**config.mk**
```make
export PLATFORM = sky130hd
export DESIGN_NAME = light_prox_core
export DESIGN_NICKNAME = d
export VERILOG_FILES = /design/src/core/light_prox_pkg.sv /design/src/core/conv_timer.sv /design/src/core/light_prox_core.sv
export VERILOG_INCLUDE_DIRS = /design/src /design/src/core
export SDC_FILE = /design/constraint.sdc
export NUM_CORES = 1
export LEC_CHECK = 0
export CELL_PAD_IN_SITES_DETAIL_PLACEMENT = 1
export CELL_PAD_IN_SITES_GLOBAL_PLACEMENT = 1
export CORE_UTILIZATION = 25
export DETAILED_ROUTE_END_ITERATION = 6
export DONT_BUFFER_PORTS = 1
export PLACE_DENSITY_LB_ADDON = 0.08
export REMOVE_ABC_BUFFERS = 1
export SYNTH_ARGS = -nofsm -noshare
export SYNTH_HDL_FRONTEND = slang
export SYNTH_SLANG_ARGS = --single-unit
```
**constraint.sdc**
```tcl
create_clock -name clk -period 5.2 [get_ports clk]
set_clock_uncertainty 0.2 [all_clocks]
set_input_delay 0.52 -clock clk [delete_from_list [all_inputs] [get_ports clk]]
set_output_delay 0.52 -clock clk [all_outputs]
set_load 0.02 [all_outputs]
```
**src/core/light_prox_regs.svh**
```systemverilog
// Register offsets, fields, reset values and timing constants of the light/proximity readout.
// Assumes inclusion by bare name from the package and the core modules.
`ifndef LIGHT_PROX_REGS_SVH
`define LIGHT_PROX_REGS_SVH

`define CMD1_ADDR          8'h00
`define CMD2_ADDR          8'h01
`define RESULT_LO_ADDR     8'h02
`define RESULT_HI_ADDR     8'h03
`define LOW_THR_LO_ADDR    8'h04
`define LOW_THR_HI_ADDR    8'h05
`define HIGH_THR_LO_ADDR   8'h06
`define HIGH_THR_HI_ADDR   8'h07

`define LOW_THR_RESET      8'h00
`define HIGH_THR_RESET     8'hff
`define CMD_RESET          8'h00

`define CMD1_FLAG_BIT      2
`define CMD1_MODE_HI       7
`define CMD1_MODE_LO       5
`define CMD1_PERSIST_HI    1
`define CMD1_PERSIST_LO    0
`define CMD2_SCHEME_BIT    7
`define CMD2_RES_HI        3
`define CMD2_RES_LO        2

`define PERSIST_CNT_1      5'h01
`define PERSIST_CNT_4      5'h04
`define PERSIST_CNT_8      5'h08
`define PERSIST_CNT_16     5'h10

`define RES_CYC_16         17'h10000
`define RES_CYC_12         17'h01000
`define RES_CYC_8          17'h00100
`define RES_CYC_4          17'h00010

// Nominal internal oscillator rate in kHz with the recommended timing resistor
`define OSC_RATE_KHZ       725
`define SYS_RATE_KHZ       100000

`endif

```
**src/core/light_prox_pkg.sv**
```systemverilog
// Types shared by the light/proximity readout core.
// Assumes the register header sits beside it.
`include "light_prox_regs.svh"

package light_prox_pkg;
    typedef struct packed {
        logic       wr;
        logic       rd;
        logic [7:0] addr;
        logic [7:0] wdata;
        logic       done;
    } reg_req_t;

    typedef struct packed {
        logic [1:0] res_sel;
        logic       scheme;
        logic       run;
    } conv_cfg_t;

    typedef enum logic [1:0] {
        RES_16,
        RES_12,
        RES_8,
        RES_4
    } res_t;
endpackage : light_prox_pkg

```
**src/core/conv_timer.sv**
```systemverilog
// Integration timer: counts 2^n ticks of the internal oscillator enable.
// Assumes osc_tick is a one-cycle pulse at the oscillator rate.
`timescale 1ns/10ps
`default_nettype none
`include "light_prox_regs.svh"

module conv_timer (
    input  wire logic                    clk,      // System clock
    input  wire logic                    rst_n,    // Synchronous reset, low
    input  wire logic                    osc_tick, // Oscillator enable pulse
    input  wire light_prox_pkg::conv_cfg_t cfg,    // Resolution and run
    output logic                         done      // Integration finished pulse
);
    import light_prox_pkg::*;

    logic [16:0] cnt_q;

    function automatic logic [16:0] res_cycles(input logic [1:0] sel);
        case (sel)
            2'h0:    res_cycles = `RES_CYC_16;
            2'h1:    res_cycles = `RES_CYC_12;
            2'h2:    res_cycles = `RES_CYC_8;
            default: res_cycles = `RES_CYC_4;
        endcase
    endfunction : res_cycles

    always_ff @(posedge clk) begin
        if (!rst_n || !cfg.run) begin
            cnt_q <= 17'h00000;
        end else if (osc_tick) begin
            if (cnt_q + 17'h00001 >= res_cycles(cfg.res_sel)) begin
                cnt_q <= 17'h00000;
            end else begin
                cnt_q <= cnt_q + 17'h00001;
            end
        end
    end

    assign done = cfg.run && osc_tick && (cnt_q + 17'h00001 >= res_cycles(cfg.res_sel));

    res4_period_a: assert property (@(posedge clk) disable iff (!rst_n)
        done && cfg.res_sel == 2'h3 && cfg.run |-> cnt_q == 17'h0000f)
        else $error("integration did not end after 16 ticks");
endmodule : conv_timer
`default_nettype wire

```
**src/core/light_prox_core.sv**
```systemverilog
// Register file, conversion sequencing, result scaling and threshold interrupt.
// Assumes a serial-bus front end delivers decoded byte reads and writes, and
// an analog front end delivers raw sample bytes when asked.
`timescale 1ns/10ps
`default_nettype none
`include "light_prox_regs.svh"

// Function
// - The lower threshold is 16 bits held in bytes at offsets 0x04 (low) and 0x05 (high).
// - The upper threshold is 16 bits held in bytes at offsets 0x06 (low) and 0x07 (high).
// - Both lower threshold bytes reset to zero.
// - Both upper threshold bytes reset to all ones.
// - Each integration lasts exactly 2^n oscillator cycles with n picked by bits 3:2 of command two.
// - The result is at most 2^n - 1 counts and sits in the bytes at offsets 0x02 and 0x03.
// - With the recommended resistor integration takes about 90 ms, 5.61 ms, 351 us or 22 us.
// - In modes whose low two mode bits are 11, scheme 1 subtracts ambient infrared on chip at half the resolution of scheme 0.
// - The interrupt fires only after m consecutive out-of-window results, m of 1, 4, 8 or 16.
// - Once fired the pin stays low and flag bit 2 high until a command one transfer ends.
// - Resolution codes 00, 01, 10, 11 select 16, 12, 8 and 4 bits.
// - The result bytes update at the end of every conversion.
module light_prox_core (
    input  wire logic                    clk,          // System clock, 100 MHz
    input  wire logic                    rst_n,        // Synchronous reset, low
    input  wire light_prox_pkg::reg_req_t bus_req,     // Decoded register access
    output logic [7:0]                   rd_data,      // Read data
    input  wire logic [15:0]             sample_raw,   // Raw front-end count
    input  wire logic signed [15:0]      ambient_raw,  // Ambient infrared count
    output logic                         int_n,        // Interrupt pin, low when fired
    output logic                         conv_done     // Conversion end pulse
);
    import light_prox_pkg::*;

    localparam int unsigned OSC_DIV = `SYS_RATE_KHZ / `OSC_RATE_KHZ;

    logic [7:0]  cmd1_q;
    logic [7:0]  cmd2_q;
    logic [7:0]  low_lo_q;
    logic [7:0]  low_hi_q;
    logic [7:0]  high_lo_q;
    logic [7:0]  high_hi_q;
    logic [15:0] result_q;
    logic [4:0]  persist_q;
    logic        flag_q;
    logic [7:0]  div_q;
    logic        osc_tick;
    logic        tmr_done;
    logic [15:0] scaled;
    logic [15:0] low_thr;
    logic [15:0] high_thr;
    logic        out_win;
    logic        fire;
    logic [2:0]  mode_q;
    conv_cfg_t   cfg;

    function automatic logic [4:0] persist_need(input logic [1:0] code);
        case (code)
            2'h0:    persist_need = `PERSIST_CNT_1;
            2'h1:    persist_need = `PERSIST_CNT_4;
            2'h2:    persist_need = `PERSIST_CNT_8;
            default: persist_need = `PERSIST_CNT_16;
        endcase
    endfunction : persist_need

    function automatic logic [16:0] full_scale(input logic [1:0] sel);
        case (sel)
            2'h0:    full_scale = `RES_CYC_16;
            2'h1:    full_scale = `RES_CYC_12;
            2'h2:    full_scale = `RES_CYC_8;
            default: full_scale = `RES_CYC_4;
        endcase
    endfunction : full_scale

    always_ff @(posedge clk) begin
        if (!rst_n || div_q == 8'(OSC_DIV - 1)) begin
            div_q <= 8'h00;
        end else begin
            div_q <= div_q + 8'h01;
        end
    end
    assign osc_tick = (div_q == 8'(OSC_DIV - 1));

    // One driver for the whole configuration word
    assign cfg = '{
        res_sel: cmd2_q[`CMD2_RES_HI:`CMD2_RES_LO],
        scheme:  cmd2_q[`CMD2_SCHEME_BIT],
        run:     (cmd1_q[`CMD1_MODE_HI:`CMD1_MODE_LO] != 3'h0)
    };

    conv_timer u_timer (
        .clk      (clk),
        .rst_n    (rst_n),
        .osc_tick (osc_tick),
        .cfg      (cfg),
        .done     (tmr_done)
    );

    // Command registers; flag lives apart so hardware can set it
    always_ff @(posedge clk) begin
        if (!rst_n) begin
            cmd1_q <= `CMD_RESET;
            cmd2_q <= `CMD_RESET;
        end else if (bus_req.wr) begin
            if (bus_req.addr == `CMD1_ADDR) begin
                cmd1_q <= bus_req.wdata;
            end
            if (bus_req.addr == `CMD2_ADDR) begin
                cmd2_q <= bus_req.wdata;
            end
        end
    end

    always_ff @(posedge clk) begin
        if (!rst_n) begin
            low_lo_q  <= `LOW_THR_RESET;
            low_hi_q  <= `LOW_THR_RESET;
            high_lo_q <= `HIGH_THR_RESET;
            high_hi_q <= `HIGH_THR_RESET;
        end else if (bus_req.wr) begin
            case (bus_req.addr)
                `LOW_THR_LO_ADDR:  low_lo_q  <= bus_req.wdata;
                `LOW_THR_HI_ADDR:  low_hi_q  <= bus_req.wdata;
                `HIGH_THR_LO_ADDR: high_lo_q <= bus_req.wdata;
                `HIGH_THR_HI_ADDR: high_hi_q <= bus_req.wdata;
                default: begin
                end
            endcase
        end
    end

    assign low_thr  = {low_hi_q, low_lo_q};
    assign high_thr = {high_hi_q, high_lo_q};

    // scale raw sample to the selected width
    always_comb begin
        logic [16:0] fs;
        logic signed [16:0] diff;
        fs     = full_scale(cfg.res_sel);
        diff   = 17'($signed({1'b0, sample_raw}) - 17'(ambient_raw));
        scaled = sample_raw;
        if (cfg.scheme && mode_q[1:0] == 2'h3) begin
            // Half resolution, two's complement
            scaled = 16'(diff >>> 1) & 16'(fs - 17'h00001);
        end else if ({1'b0, sample_raw} > fs - 17'h00001) begin
            scaled = 16'(fs - 17'h00001);
        end
    end

    always_ff @(posedge clk) begin
        if (!rst_n) begin
            result_q <= 16'h0000;
        end else if (tmr_done) begin
            result_q <= scaled;
        end
    end

    assign out_win = (scaled < low_thr) || (scaled > high_thr);
    assign fire    = tmr_done && out_win && (persist_q + 5'h01 >= persist_need(cmd1_q[1:0]));

    always_ff @(posedge clk) begin
        if (!rst_n) begin
            mode_q <= 3'h0;
        end else begin
            mode_q <= cmd1_q[`CMD1_MODE_HI:`CMD1_MODE_LO];
        end
    end

    always_ff @(posedge clk) begin
        if (!rst_n || mode_q != cmd1_q[`CMD1_MODE_HI:`CMD1_MODE_LO]) begin
            persist_q <= 5'h00;
        end else if (tmr_done) begin
            if (!out_win) begin
                persist_q <= 5'h00;
            end else if (persist_q < `PERSIST_CNT_16) begin
                persist_q <= persist_q + 5'h01;
            end
        end
    end

    // sticky flag, set wins over clear
    always_ff @(posedge clk) begin
        if (!rst_n) begin
            flag_q <= 1'b0;
        end else if (fire) begin
            flag_q <= 1'b1;
        end else if (bus_req.done && bus_req.addr == `CMD1_ADDR) begin
            flag_q <= 1'b0;
        end
    end

    assign int_n     = !flag_q;
    assign conv_done = tmr_done;

    // Read data is registered; the host takes it two edges after presenting the offset
    always_ff @(posedge clk) begin
        if (!rst_n) begin
            rd_data <= 8'h00;
        end else begin
            case (bus_req.addr)
                `CMD1_ADDR:        rd_data <= {cmd1_q[7:3], flag_q, cmd1_q[1:0]};
                `CMD2_ADDR:        rd_data <= cmd2_q;
                `RESULT_LO_ADDR:   rd_data <= result_q[7:0];
                `RESULT_HI_ADDR:   rd_data <= result_q[15:8];
                `LOW_THR_LO_ADDR:  rd_data <= low_lo_q;
                `LOW_THR_HI_ADDR:  rd_data <= low_hi_q;
                `HIGH_THR_LO_ADDR: rd_data <= high_lo_q;
                `HIGH_THR_HI_ADDR: rd_data <= high_hi_q;
                default:           rd_data <= 8'h00;
            endcase
        end
    end

    low_reset_a: assert property (@(posedge clk) !rst_n |=> low_thr == 16'h0000)
        else $error("lower threshold not zero after reset");
    high_reset_a: assert property (@(posedge clk) !rst_n |=> high_thr == 16'hffff)
        else $error("upper threshold not ones after reset");
    low_write_a: assert property (@(posedge clk) disable iff (!rst_n)
        bus_req.wr && bus_req.addr == `LOW_THR_LO_ADDR |=> low_lo_q == $past(bus_req.wdata))
        else $error("lower threshold byte write lost");
    high_write_a: assert property (@(posedge clk) disable iff (!rst_n)
        bus_req.wr && bus_req.addr == `HIGH_THR_HI_ADDR |=> high_hi_q == $past(bus_req.wdata))
        else $error("upper threshold byte write lost");
    result_update_a: assert property (@(posedge clk) disable iff (!rst_n)
        tmr_done |=> result_q == $past(scaled))
        else $error("result not updated at conversion end");
    result_range_a: assert property (@(posedge clk) disable iff (!rst_n)
        tmr_done |=> {1'b0, result_q} < full_scale($past(cfg.res_sel)))
        else $error("result beyond full scale");
    flag_hold_a: assert property (@(posedge clk) disable iff (!rst_n)
        flag_q && !(bus_req.done && bus_req.addr == `CMD1_ADDR) |=> flag_q && !int_n == flag_q)
        else $error("interrupt flag dropped without clear");
    persist_clear_a: assert property (@(posedge clk) disable iff (!rst_n)
        tmr_done && !out_win |=> persist_q == 5'h00)
        else $error("persist count survived in-window result");
    persist_gate_a: assert property (@(posedge clk) disable iff (!rst_n)
        !flag_q && !(tmr_done && out_win) |=> !flag_q)
        else $error("interrupt raised without persist run");
    low_hi_write_a: assert property (@(posedge clk) disable iff (!rst_n)
        bus_req.wr && bus_req.addr == `LOW_THR_HI_ADDR |=> low_hi_q == $past(bus_req.wdata))
        else $error("lower threshold high byte write lost");
    high_lo_write_a: assert property (@(posedge clk) disable iff (!rst_n)
        bus_req.wr && bus_req.addr == `HIGH_THR_LO_ADDR |=> high_lo_q == $past(bus_req.wdata))
        else $error("upper threshold low byte write lost");
    low_read_a: assert property (@(posedge clk) disable iff (!rst_n)
        bus_req.addr == `LOW_THR_LO_ADDR |=> rd_data == $past(low_lo_q))
        else $error("lower threshold byte read wrong");
    high_read_a: assert property (@(posedge clk) disable iff (!rst_n)
        bus_req.addr == `HIGH_THR_HI_ADDR |=> rd_data == $past(high_hi_q))
        else $error("upper threshold byte read wrong");
    result_ro_a: assert property (@(posedge clk) disable iff (!rst_n)
        bus_req.wr && !tmr_done && (bus_req.addr == `RESULT_LO_ADDR || bus_req.addr == `RESULT_HI_ADDR)
        |=> result_q == $past(result_q))
        else $error("result bytes changed by a write");
    scaled_range_a: assert property (@(posedge clk) disable iff (!rst_n)
        {1'b0, scaled} < full_scale(cfg.res_sel))
        else $error("scaled sample beyond full scale");
    flag_read_a: assert property (@(posedge clk) disable iff (!rst_n)
        bus_req.addr == `CMD1_ADDR |=> rd_data[`CMD1_FLAG_BIT] == $past(flag_q))
        else $error("readback flag differs from interrupt flag");
    flag_clear_a: assert property (@(posedge clk) disable iff (!rst_n)
        bus_req.done && bus_req.addr == `CMD1_ADDR && !fire |=> !flag_q && int_n)
        else $error("interrupt not cleared by command transfer");
    fire_set_a: assert property (@(posedge clk) disable iff (!rst_n)
        fire |=> flag_q && !int_n)
        else $error("interrupt not raised after persist run");
    persist_cap_a: assert property (@(posedge clk) disable iff (!rst_n)
        persist_q <= `PERSIST_CNT_16)
        else $error("persist count beyond sixteen");
    mode_reset_a: assert property (@(posedge clk) disable iff (!rst_n)
        mode_q != cmd1_q[`CMD1_MODE_HI:`CMD1_MODE_LO] |=> persist_q == 5'h00)
        else $error("persist count survived mode change");
endmodule : light_prox_core
`default_nettype wire

```
==> results of run 1 <==
-- state kept, by name, summed over array words and instances (netlist names) --
signal and cells:
u_timer.cnt_q 17, result_q 16, cmd2_q 8, div_q 8, high_hi_q 8, high_lo_q 8, low_hi_q 8, low_lo_q 8
rd_data 8, cmd1_q 7, persist_q 5, mode_q 3, flag_q 1
-- repair_timing --
item / CTS / global route
resized for setup: 0 / 6
setup endpoints to repair: 0 / 6
endpoints found under the hold margin: 0 / 0
buffers inserted: 0 / 0
-- final cells by class --
cell class / instances / area [sq um] / share of cell area
Clock buffer: 11 / 253 / 0.0322
Multi-Input combinational cell: 684 / 4580 / 0.584
Tap cell: 378 / 473 / 0.0603
Timing Repair Buffer: 21 / 158 / 0.0201
Sequential cell: 105 / 2100 / 0.268
Inverter: 61 / 229 / 0.0292
Clock inverter: 5 / 45.0 / 0.00574
-- kinds of logic (layout without fill, tap and decap cells) --
logic type / after synthesis / in the layout / share of synthesized area
XOR/XNOR: 33 / 33 / 0.0407
buffers and inverters: 106 / 98 / 0.0622
flip-flops: 105 / 105 / 0.296
adder cells (fa/ha/maj): 67 / 67 / 0.119
AND/OR/NAND/NOR: 332 / 332 / 0.226
multiplexers: 14 / 14 / 0.0208
AO/OA/AOI/OAI: 238 / 238 / 0.235
-- metal layers --
metal / vias to the layer above / track usage / share of wire
li1: 3254 / - / -
met1: 3355 / 0.257 / 0.49
met4: 0 / 0.0443 / 0.012
met2: 149 / 0.292 / 0.45
met3: 19 / 0.0324 / 0.054
met5: - / 0 / 0
-- per-stage QoR --
step                instances  setup slack (ps)  utilization  power [W]  hold slack (ps)
floorplan                 850               359            -   0.000950              236
global placement         1249              98.6        0.270   0.000992              244
detailed placement       1249              29.4        0.270   0.000998              255
CTS                      1265              76.2        0.281    0.00172             35.8
global route             1265              54.9        0.282    0.00176             43.5
finish                   1265               393        0.282    0.00168             69.5
-- synthesized netlist by cell type, drive strengths merged, types with 9 or more instances --
master  number  area share
a41oi        9       0.011
nand3       99       0.071
a22oi       31       0.033
a21oi       68       0.048
ha          66        0.12
clkbuf      34       0.018
a31oi       11      0.0097
nand2b      10      0.0088
inv         61       0.032
nand4       12       0.011
nor2        44       0.023
xnor2       19       0.023
xor2        14       0.017
a21o        17       0.018
o21ai       25       0.018
nor3        21       0.016
dfxtp      105        0.30
and3        14       0.012
nand2       99       0.053
buf         11       0.012
-- worst max path at each step --
stage,from,to,slack [ps],cells past startpoint
final,sample_raw[0],persist_q[0],390,16
after CTS,cmd2_q[2],persist_q[0],80,20
after floorplan,cmd2_q[3],persist_q[1],360,16
after detailed placement,sample_raw[0],persist_q[0],30,16
after global placement,sample_raw[0],persist_q[0],100,16
after global routing,cmd2_q[2],persist_q[1],50,20
-- report_power, final --
part           switching (W)  internal (W)
Sequential        0.00000376      0.000806
Clock               0.000343      0.000360
Combinational      0.0000985     0.0000722
==> flow_metrics.env, run 1 <==
export IMPL_outcome="complete, no violations"
export IMPL_worstSetupEndpointType="flop"
export IMPL_first_pass_iters=5
export IMPL_syn2layout_area_growth_pct=10.5
export IMPL_synth_seq_area_share=0.296
export IMPL_grtUsageTotal=0.184
export IMPL_cts_buffer_depth=2
export IMPL_slowest_stage="a2111oi_0"
export IMPL_synth_edff_count=0
export IMPL_max_cap_viol_count=0
export IMPL_num_io_pins=63
export IMPL_dieWidth_um=171
export IMPL_min_to="high_lo_q[0]"
export IMPL_crit_fanout=6
export IMPL_rsz0062_at_grt="no"
export IMPL_num_antenna_cells=0
export IMPL_final_common_cell="dfxtp_1"
export IMPL_clock_sinks=105
export IMPL_crit_required_ps=5250
export IMPL_regToRegEndpoint="persist_q[0]"
export IMPL_cp_start_kind="primary input"
export IMPL_critical_path_n_buffers_inverters=0
export IMPL_grt_max_degree=54
export IMPL_path_cells="nand2b_1 > fa_1 > a21o_1 > a221oi_1 > o21ai_0 > a2111oi_0 > o21ai_0 > and3_1 > o21bai_1 > ha_1 > a2111oi_0 > nand2_1 > o221ai_1 > nand3_1 > o211a_2 > a221oi_1"
export IMPL_finalHoldViolCount=0
export IMPL_crit_family="compound AO/OA/AOI/OAI gates"
export IMPL_fin_crit_sh=0.924
export IMPL_overflow=0
export IMPL_antenna_found_initial=0
export IMPL_cts_tree="built"
export IMPL_wl_per_cell_um=20.6
export IMPL_synth_area_sq_um=7100
export IMPL_antenna_left=0
export IMPL_yosysUniqueCellTypes=67
export IMPL_dieArea_sq_um=29100
export IMPL_clk_latency_ps=360
export IMPL_nFillCells=3343
export IMPL_hp_class="in -> reg"
export IMPL_viasPerCell=5.36
export IMPL_fp_coreArea_sq_um=27900
export IMPL_finalInstanceArea_sq_um=7840
export IMPL_worstHoldStart="rst_n"
export IMPL_synth_avg_cell_area_sq_um=7.93
export IMPL_setup_viol=0
export IMPL_cp_data_arrival_time_ps=4850
export IMPL_hold_depth=1
export IMPL_start_util=0.255
export IMPL_finalSetupTns_ps=0
export IMPL_grt_pass1_wl_um=40900
export IMPL_placed_area_sq_um=7530
export IMPL_synth_ff_type="dfxtp_1"
export IMPL_pwr_density_cell_nw_per_um2=215
export IMPL_synth_seq_cells=105
export IMPL_io_buffer_count=0
export IMPL_postCtsHoldBufs=0
export IMPL_vias=6777
export IMPL_yosys_warnings=0
export IMPL_place_congestion=0.841
export IMPL_vdd_ir_drop_max_uv=143
export IMPL_fin_crit_ps=4810
export IMPL_drt_first_iter_violations=382
export IMPL_die_y_um=171
export IMPL_rrSetupSlack_ps=400
export IMPL_route_detailed_drc=0
export IMPL_num_rows=61
export IMPL_cts_root_buf="clkbuf_16"
export IMPL_cts_buffers=9
export IMPL_slew_viol_final=0
export IMPL_grt_pass1_vias=7019
export IMPL_fin_nets=1002
export IMPL_cts_clk_slew_worst_paths_ps=80
export IMPL_slew_headroom=0.385
export IMPL_async_reset_ff_frac=0
export IMPL_tightest_slew_ps=920
export IMPL_ff2ff_path_depth=20
export IMPL_critPathMaxStageDelay_ps=420
export IMPL_layout_common_cells="dfxtp_1, nand3_1, nand2_1"
export IMPL_leakagePower_nw=3.10
export IMPL_fmax_mhz=208
export IMPL_critPathKind="in -> reg"
export IMPL_synthCells=895
export IMPL_wirelength_um=26000
export IMPL_rr_startpoint="cmd2_q[2]"
export IMPL_cts_htree_levels=3
export IMPL_dp_hpwl_um=19600
export IMPL_drive_gt1_frac=0.0744
No activity file was read; power rests on OpenSTA's default activity.
==> run 2, diff against run 1 <==
Settings changed: CORE_ASPECT_RATIO set to 1.2, RECOVER_POWER set to 50.
==> run 2 against run 1 <==
Effect of this change: worst hold slack got worse by 4.1 ps; total power shrank 0.98%; clock power fell by 2%; flip-flop and latch count unchanged; non-clock buffer count is 2 lower; global-route usage up 0.46 points; worst setup slack better by 36 ps; sequential power about the same.
==> flow_metrics.env, run 2 (synthesized netlist as in run 1, its figures left out) <==
export IMPL_outcome="complete, no violations"
export IMPL_nFillCells=3346
export IMPL_place_ws_ps=10.7
export IMPL_die_y_um=187
export IMPL_cts_buffers=9
export IMPL_cts_buffer_depth=2
export IMPL_top_register="u_timer.cnt_q"
export IMPL_cts_tree="built"
export IMPL_slowest_stage="a221o_1"
export IMPL_grtUsageTotal=0.189
export IMPL_reg_top3="u_timer.cnt_q (17), result_q (16)"
export IMPL_grt_max_degree=54
export IMPL_io_buffer_count=0
export IMPL_finalHoldViolCount=0
export IMPL_crit_required_ps=5260
export IMPL_num_antenna_cells=0
export IMPL_fmax_mhz=210
export IMPL_finalSetupTns_ps=0
export IMPL_setup_viol=0
export IMPL_antenna_left=0
export IMPL_drive_gt1_frac=0.0610
export IMPL_num_io_pins=63
export IMPL_slew_viol_final=0
export IMPL_grt_pass1_wl_um=42100
export IMPL_final_common_cell="dfxtp_1"
export IMPL_dieArea_sq_um=29100
export IMPL_syn2layout_area_growth_pct=9.91
export IMPL_fp_coreArea_sq_um=27900
export IMPL_critPathMaxStageDelay_ps=410
export IMPL_place_congestion=0.797
export IMPL_dieWidth_um=156
export IMPL_wl_per_cell_um=21.2
export IMPL_cp_start_kind="flop"
export IMPL_critical_path_n_buffers_inverters=3
export IMPL_leakagePower_nw=3.07
export IMPL_drt_first_iter_violations=304
export IMPL_num_rows=67
export IMPL_critPathKind="reg -> reg"
export IMPL_cts_htree_levels=3
export IMPL_path_cells="nor2_2 > inv_1 > ha_1 > a21oi_1 > o21ai_0 > a221o_1 > o22ai_2 > buf_12 > mux2i_1 > a2bb2oi_1 > inv_1 > ha_1 > a2111oi_2 > nand2_1 > o22ai_1 > o311ai_0 > o221a_2 > o211a_1 > a221oi_1"
export IMPL_viasPerCell=5.35
export IMPL_fin_crit_ps=4770
export IMPL_clk_latency_ps=360
export IMPL_cts_clk_slew_worst_paths_ps=80
export IMPL_clock_sinks=105
export IMPL_layout_common_cells="dfxtp_1, nand3_1, nand2_1"
export IMPL_wirelength_um=26800
export IMPL_dp_hpwl_um=20300
export IMPL_crit_fanout=13
export IMPL_cp_data_arrival_time_ps=4830
export IMPL_fin_nets=1000
export IMPL_antenna_found_initial=0
export IMPL_postCtsHoldBufs=0
export IMPL_pwr_density_cell_nw_per_um2=214
export IMPL_hp_class="in -> reg"
export IMPL_overflow=0
export IMPL_vias=6757
export IMPL_slew_headroom=0.266
export IMPL_fin_crit_sh=0.918
export IMPL_crit_family="compound AO/OA/AOI/OAI gates"
export IMPL_largest_register_ffs=17
export IMPL_start_util=0.254
export IMPL_max_cap_viol_count=0
export IMPL_grt_pass1_vias=7196
export IMPL_first_pass_iters=4
export IMPL_finalNonFillerCells=1264
export IMPL_vdd_ir_drop_max_uv=121
export IMPL_worstSetupEndpointType="flop"
export IMPL_place_inst=1248
export IMPL_tightest_slew_ps=1100
export IMPL_route_detailed_drc=0
export IMPL_setup_ws_ps=429
export IMPL_cts_root_buf="clkbuf_16"
-- run 2: cell types whose count changed in the layout (fill, tap and decap cells not counted), moves of 3 or more --
cell / delta
buf_4: -7
clkbuf_1: +6
nor3_1: +3
nor3_2: -3
-- run 2: per-layer routing --
metal  wire length (um)  global-route usage  share of wire  vias to the layer above
met3                714              0.0255          0.027                       38
met5                  0                   0              0                        -
met1              11300               0.222           0.42                     3382
li1                   -                   -              -                     3247
met4                735              0.0705          0.027                        0
met2              14000               0.343           0.52                       90
-- run 2: per-stage QoR --
stage                     instance area [sq um]  power [W]  hold WS, ps  utilization
final                                      7800    0.00167         65.4        0.279
after global routing                       7800    0.00175         23.9        0.279
after CTS                                  7800    0.00170         18.9        0.280
after detailed placement                   7520   0.000999          257        0.270
after global placement                     7520   0.000993          243        0.270
after floorplan                            6890   0.000950          236            -
-- run 2: final cells by class --
class	count	area [sq um]	share of cell area
Multi-Input combinational cell	684	4580	0.587
Sequential cell	105	2100	0.269
Tap cell	379	474	0.0608
Clock buffer	12	246	0.0316
Inverter	61	229	0.0294
Timing Repair Buffer	19	140	0.0180
Clock inverter	4	33.8	0.00433
-- run 2: power by group --
part	switching, W	internal [W]
registers	0.00000327	0.000806
clock network	0.000341	0.000345
logic	0.0000990	0.0000724
-- run 2: path summary, 6_finish.rpt --
path,to,from,slack (ps),cells past startpoint
max,persist_q[3],cmd2_q[2],430,19
min,high_hi_q[2],rst_n,70,1
max reg2reg,persist_q[3],cmd2_q[2],430,19
min reg2reg,cmd2_q[1],cmd2_q[1],270,2
-- run 2: what timing repair did --
action | in CTS | in global routing
setup endpoints to repair | 0 | 6
buffers inserted | 0 | 0
gates resized for setup | 0 | 6
==> run 3, diff against run 2 <==
Settings changed: PLACE_DENSITY_LB_ADDON 0.08 to 0.1.
==> run 3 against run 2 <==
Effect of this change: combinational power grew 5%; total power is essentially flat; worst setup slack lost 18 ps; sequential share of layout area shrank 0.33 points; worst hold slack lost 11 ps; routed wire length grew 0.13%; clock power shrank 1%; clock-buffer cell count shrank 2; sequential power is essentially flat; final cell count grew 1.1%; non-clock buffer count grew 15; critical path type unchanged.
==> flow_metrics.env, run 3 (synthesized netlist as in run 1, its figures left out) <==
export IMPL_critPathMaxStageDelay_ps=420
export IMPL_dp_hpwl_um=20300
export IMPL_crit_fanout=6
export IMPL_cp_data_arrival_time_ps=4860
export IMPL_first_pass_iters=4
export IMPL_wirelength_um=26900
export IMPL_slew_viol_final=0
export IMPL_fin_nets=1015
export IMPL_grt_max_degree=54
export IMPL_largest_register_ffs=17
export IMPL_finalInstanceArea_sq_um=7900
export IMPL_tightest_slew_ps=1080
export IMPL_place_inst=1263
export IMPL_path_cells="nor2_2 > inv_1 > ha_1 > a21oi_1 > o21ai_0 > a221o_1 > o22ai_2 > mux2_2 > a21boi_0 > buf_4 > inv_1 > ha_1 > a211oi_1 > o21ai_0 > buf_4 > a211oi_1 > nand3_1 > o211a_1 > buf_12 > a221oi_1"
export IMPL_fin_crit_sh=0.921
export IMPL_max_cap_viol_count=0
export IMPL_slew_headroom=0.283
export IMPL_reg_top3="u_timer.cnt_q (17), result_q (16)"
export IMPL_overflow=0
export IMPL_leakagePower_nw=3.13
export IMPL_viasPerCell=5.23
export IMPL_grt_pass1_vias=6798
export IMPL_syn2layout_area_growth_pct=11.3
export IMPL_cts_root_buf="clkbuf_16"
export IMPL_dieWidth_um=156
export IMPL_route_detailed_drc=0
export IMPL_io_buffer_count=0
export IMPL_vdd_ir_drop_max_uv=108
export IMPL_drive_gt1_frac=0.0745
export IMPL_cts_htree_levels=3
export IMPL_fmax_mhz=209
export IMPL_cts_clk_slew_worst_paths_ps=70
export IMPL_wl_per_cell_um=21.0
export IMPL_critical_path_n_buffers_inverters=5
export IMPL_grt_pass1_wl_um=41500
export IMPL_cp_start_kind="flop"
export IMPL_crit_family="compound AO/OA/AOI/OAI gates"
export IMPL_worstSetupEndpointType="flop"
export IMPL_cts_buffer_depth=2
export IMPL_finalHoldViolCount=0
export IMPL_top_register="u_timer.cnt_q"
export IMPL_num_io_pins=63
export IMPL_die_y_um=187
export IMPL_hp_class="in -> reg"
export IMPL_num_rows=67
export IMPL_pwr_density_cell_nw_per_um2=211
export IMPL_antenna_found_initial=0
export IMPL_setup_viol=0
export IMPL_clk_latency_ps=370
export IMPL_fin_crit_ps=4790
export IMPL_start_util=0.254
export IMPL_fp_coreArea_sq_um=27900
export IMPL_outcome="complete, no violations"
export IMPL_dieArea_sq_um=29100
export IMPL_drt_first_iter_violations=299
export IMPL_place_congestion=0.814
export IMPL_cts_tree="built"
export IMPL_finalNonFillerCells=1278
export IMPL_clock_sinks=105
export IMPL_antenna_left=0
export IMPL_layout_common_cells="dfxtp_1, nand3_1, nand2_1"
export IMPL_final_common_cell="dfxtp_1"
export IMPL_postCtsHoldBufs=0
export IMPL_crit_required_ps=5270
export IMPL_placed_area_sq_um=7650
export IMPL_slowest_stage="a221o_1"
export IMPL_grtUsageTotal=0.190
export IMPL_num_antenna_cells=0
export IMPL_critPathKind="reg -> reg"
export IMPL_cts_buffers=9
export IMPL_vias=6687
-- run 3: what timing repair did --
action                     in CTS  in global routing
setup endpoints to repair       0                  6
resized for setup               0                  3
setup buffers                   0                  0
-- run 3: metrics by stage --
| stage | setup TNS [ps] | setup slack [ps] | total power [W] | hold slack [ps] | util |
|---|---|---|---|---|---|
| 2_1_floorplan | 0 | 359 | 0.000950 | 236 | - |
| 3_3_place_gp | 0 | 22.4 | 0.00101 | 251 | 0.274 |
| 3_5_place_dp | -10.4 | -7.74 | 0.00101 | 252 | 0.274 |
| 4_1_cts | 0 | 90.6 | 0.00169 | 21.1 | 0.284 |
| 5_1_grt | -1.91 | -1.65 | 0.00174 | 29.7 | 0.283 |
| 6_report | 0 | 411 | 0.00166 | 54.9 | 0.283 |
-- run 3: cell type report --
type | instances | area (sq um)
clock buffers | 10 | 239
multi-input cells | 684 | 4560
inverters | 61 | 229
fillers | 3348 | 20000
well taps | 379 | 474
flip-flops and latches | 105 | 2100
repair buffers | 34 | 258
clock inverters | 5 | 31.3
-- run 3: report_power, final --
group | switching (W) | internal (W) | total, W
clock network | 0.000342 | 0.000336 | 0.000677
registers | 0.00000338 | 0.000806 | 0.000809
logic | 0.0000996 | 0.0000789 | 0.000179
-- run 3: worst paths after layout --
kind / slack [ps] / end / startpoint / depth (start not counted)
worst max register to register: 410 / persist_q[1] / cmd2_q[2] / 20
worst min register to register: 260 / cmd2_q[4] / cmd2_q[4] / 2
worst min-delay path: 50 / high_hi_q[0] / rst_n / 1
worst max-delay path: 410 / persist_q[1] / cmd2_q[2] / 20
-- run 3: routing by layer --
metal | GRT usage | up-vias | wire (um)
met5 | 0 | - | 0
met2 | 0.310 | 82 | 12700
met4 | 0.0652 | 0 | 575
met1 | 0.257 | 3294 | 13000
met3 | 0.0204 | 26 | 595
li1 | - | 3285 | -
-- run 3: worst reg2reg max path, delay by kind of cell, from the launching register on --
kind,cells,cell delay (ps)
buf+inv,5,660
compound gates,10,2230
mux,1,360
flops,1,320
fa+ha+maj,2,610
simple gates,2,320
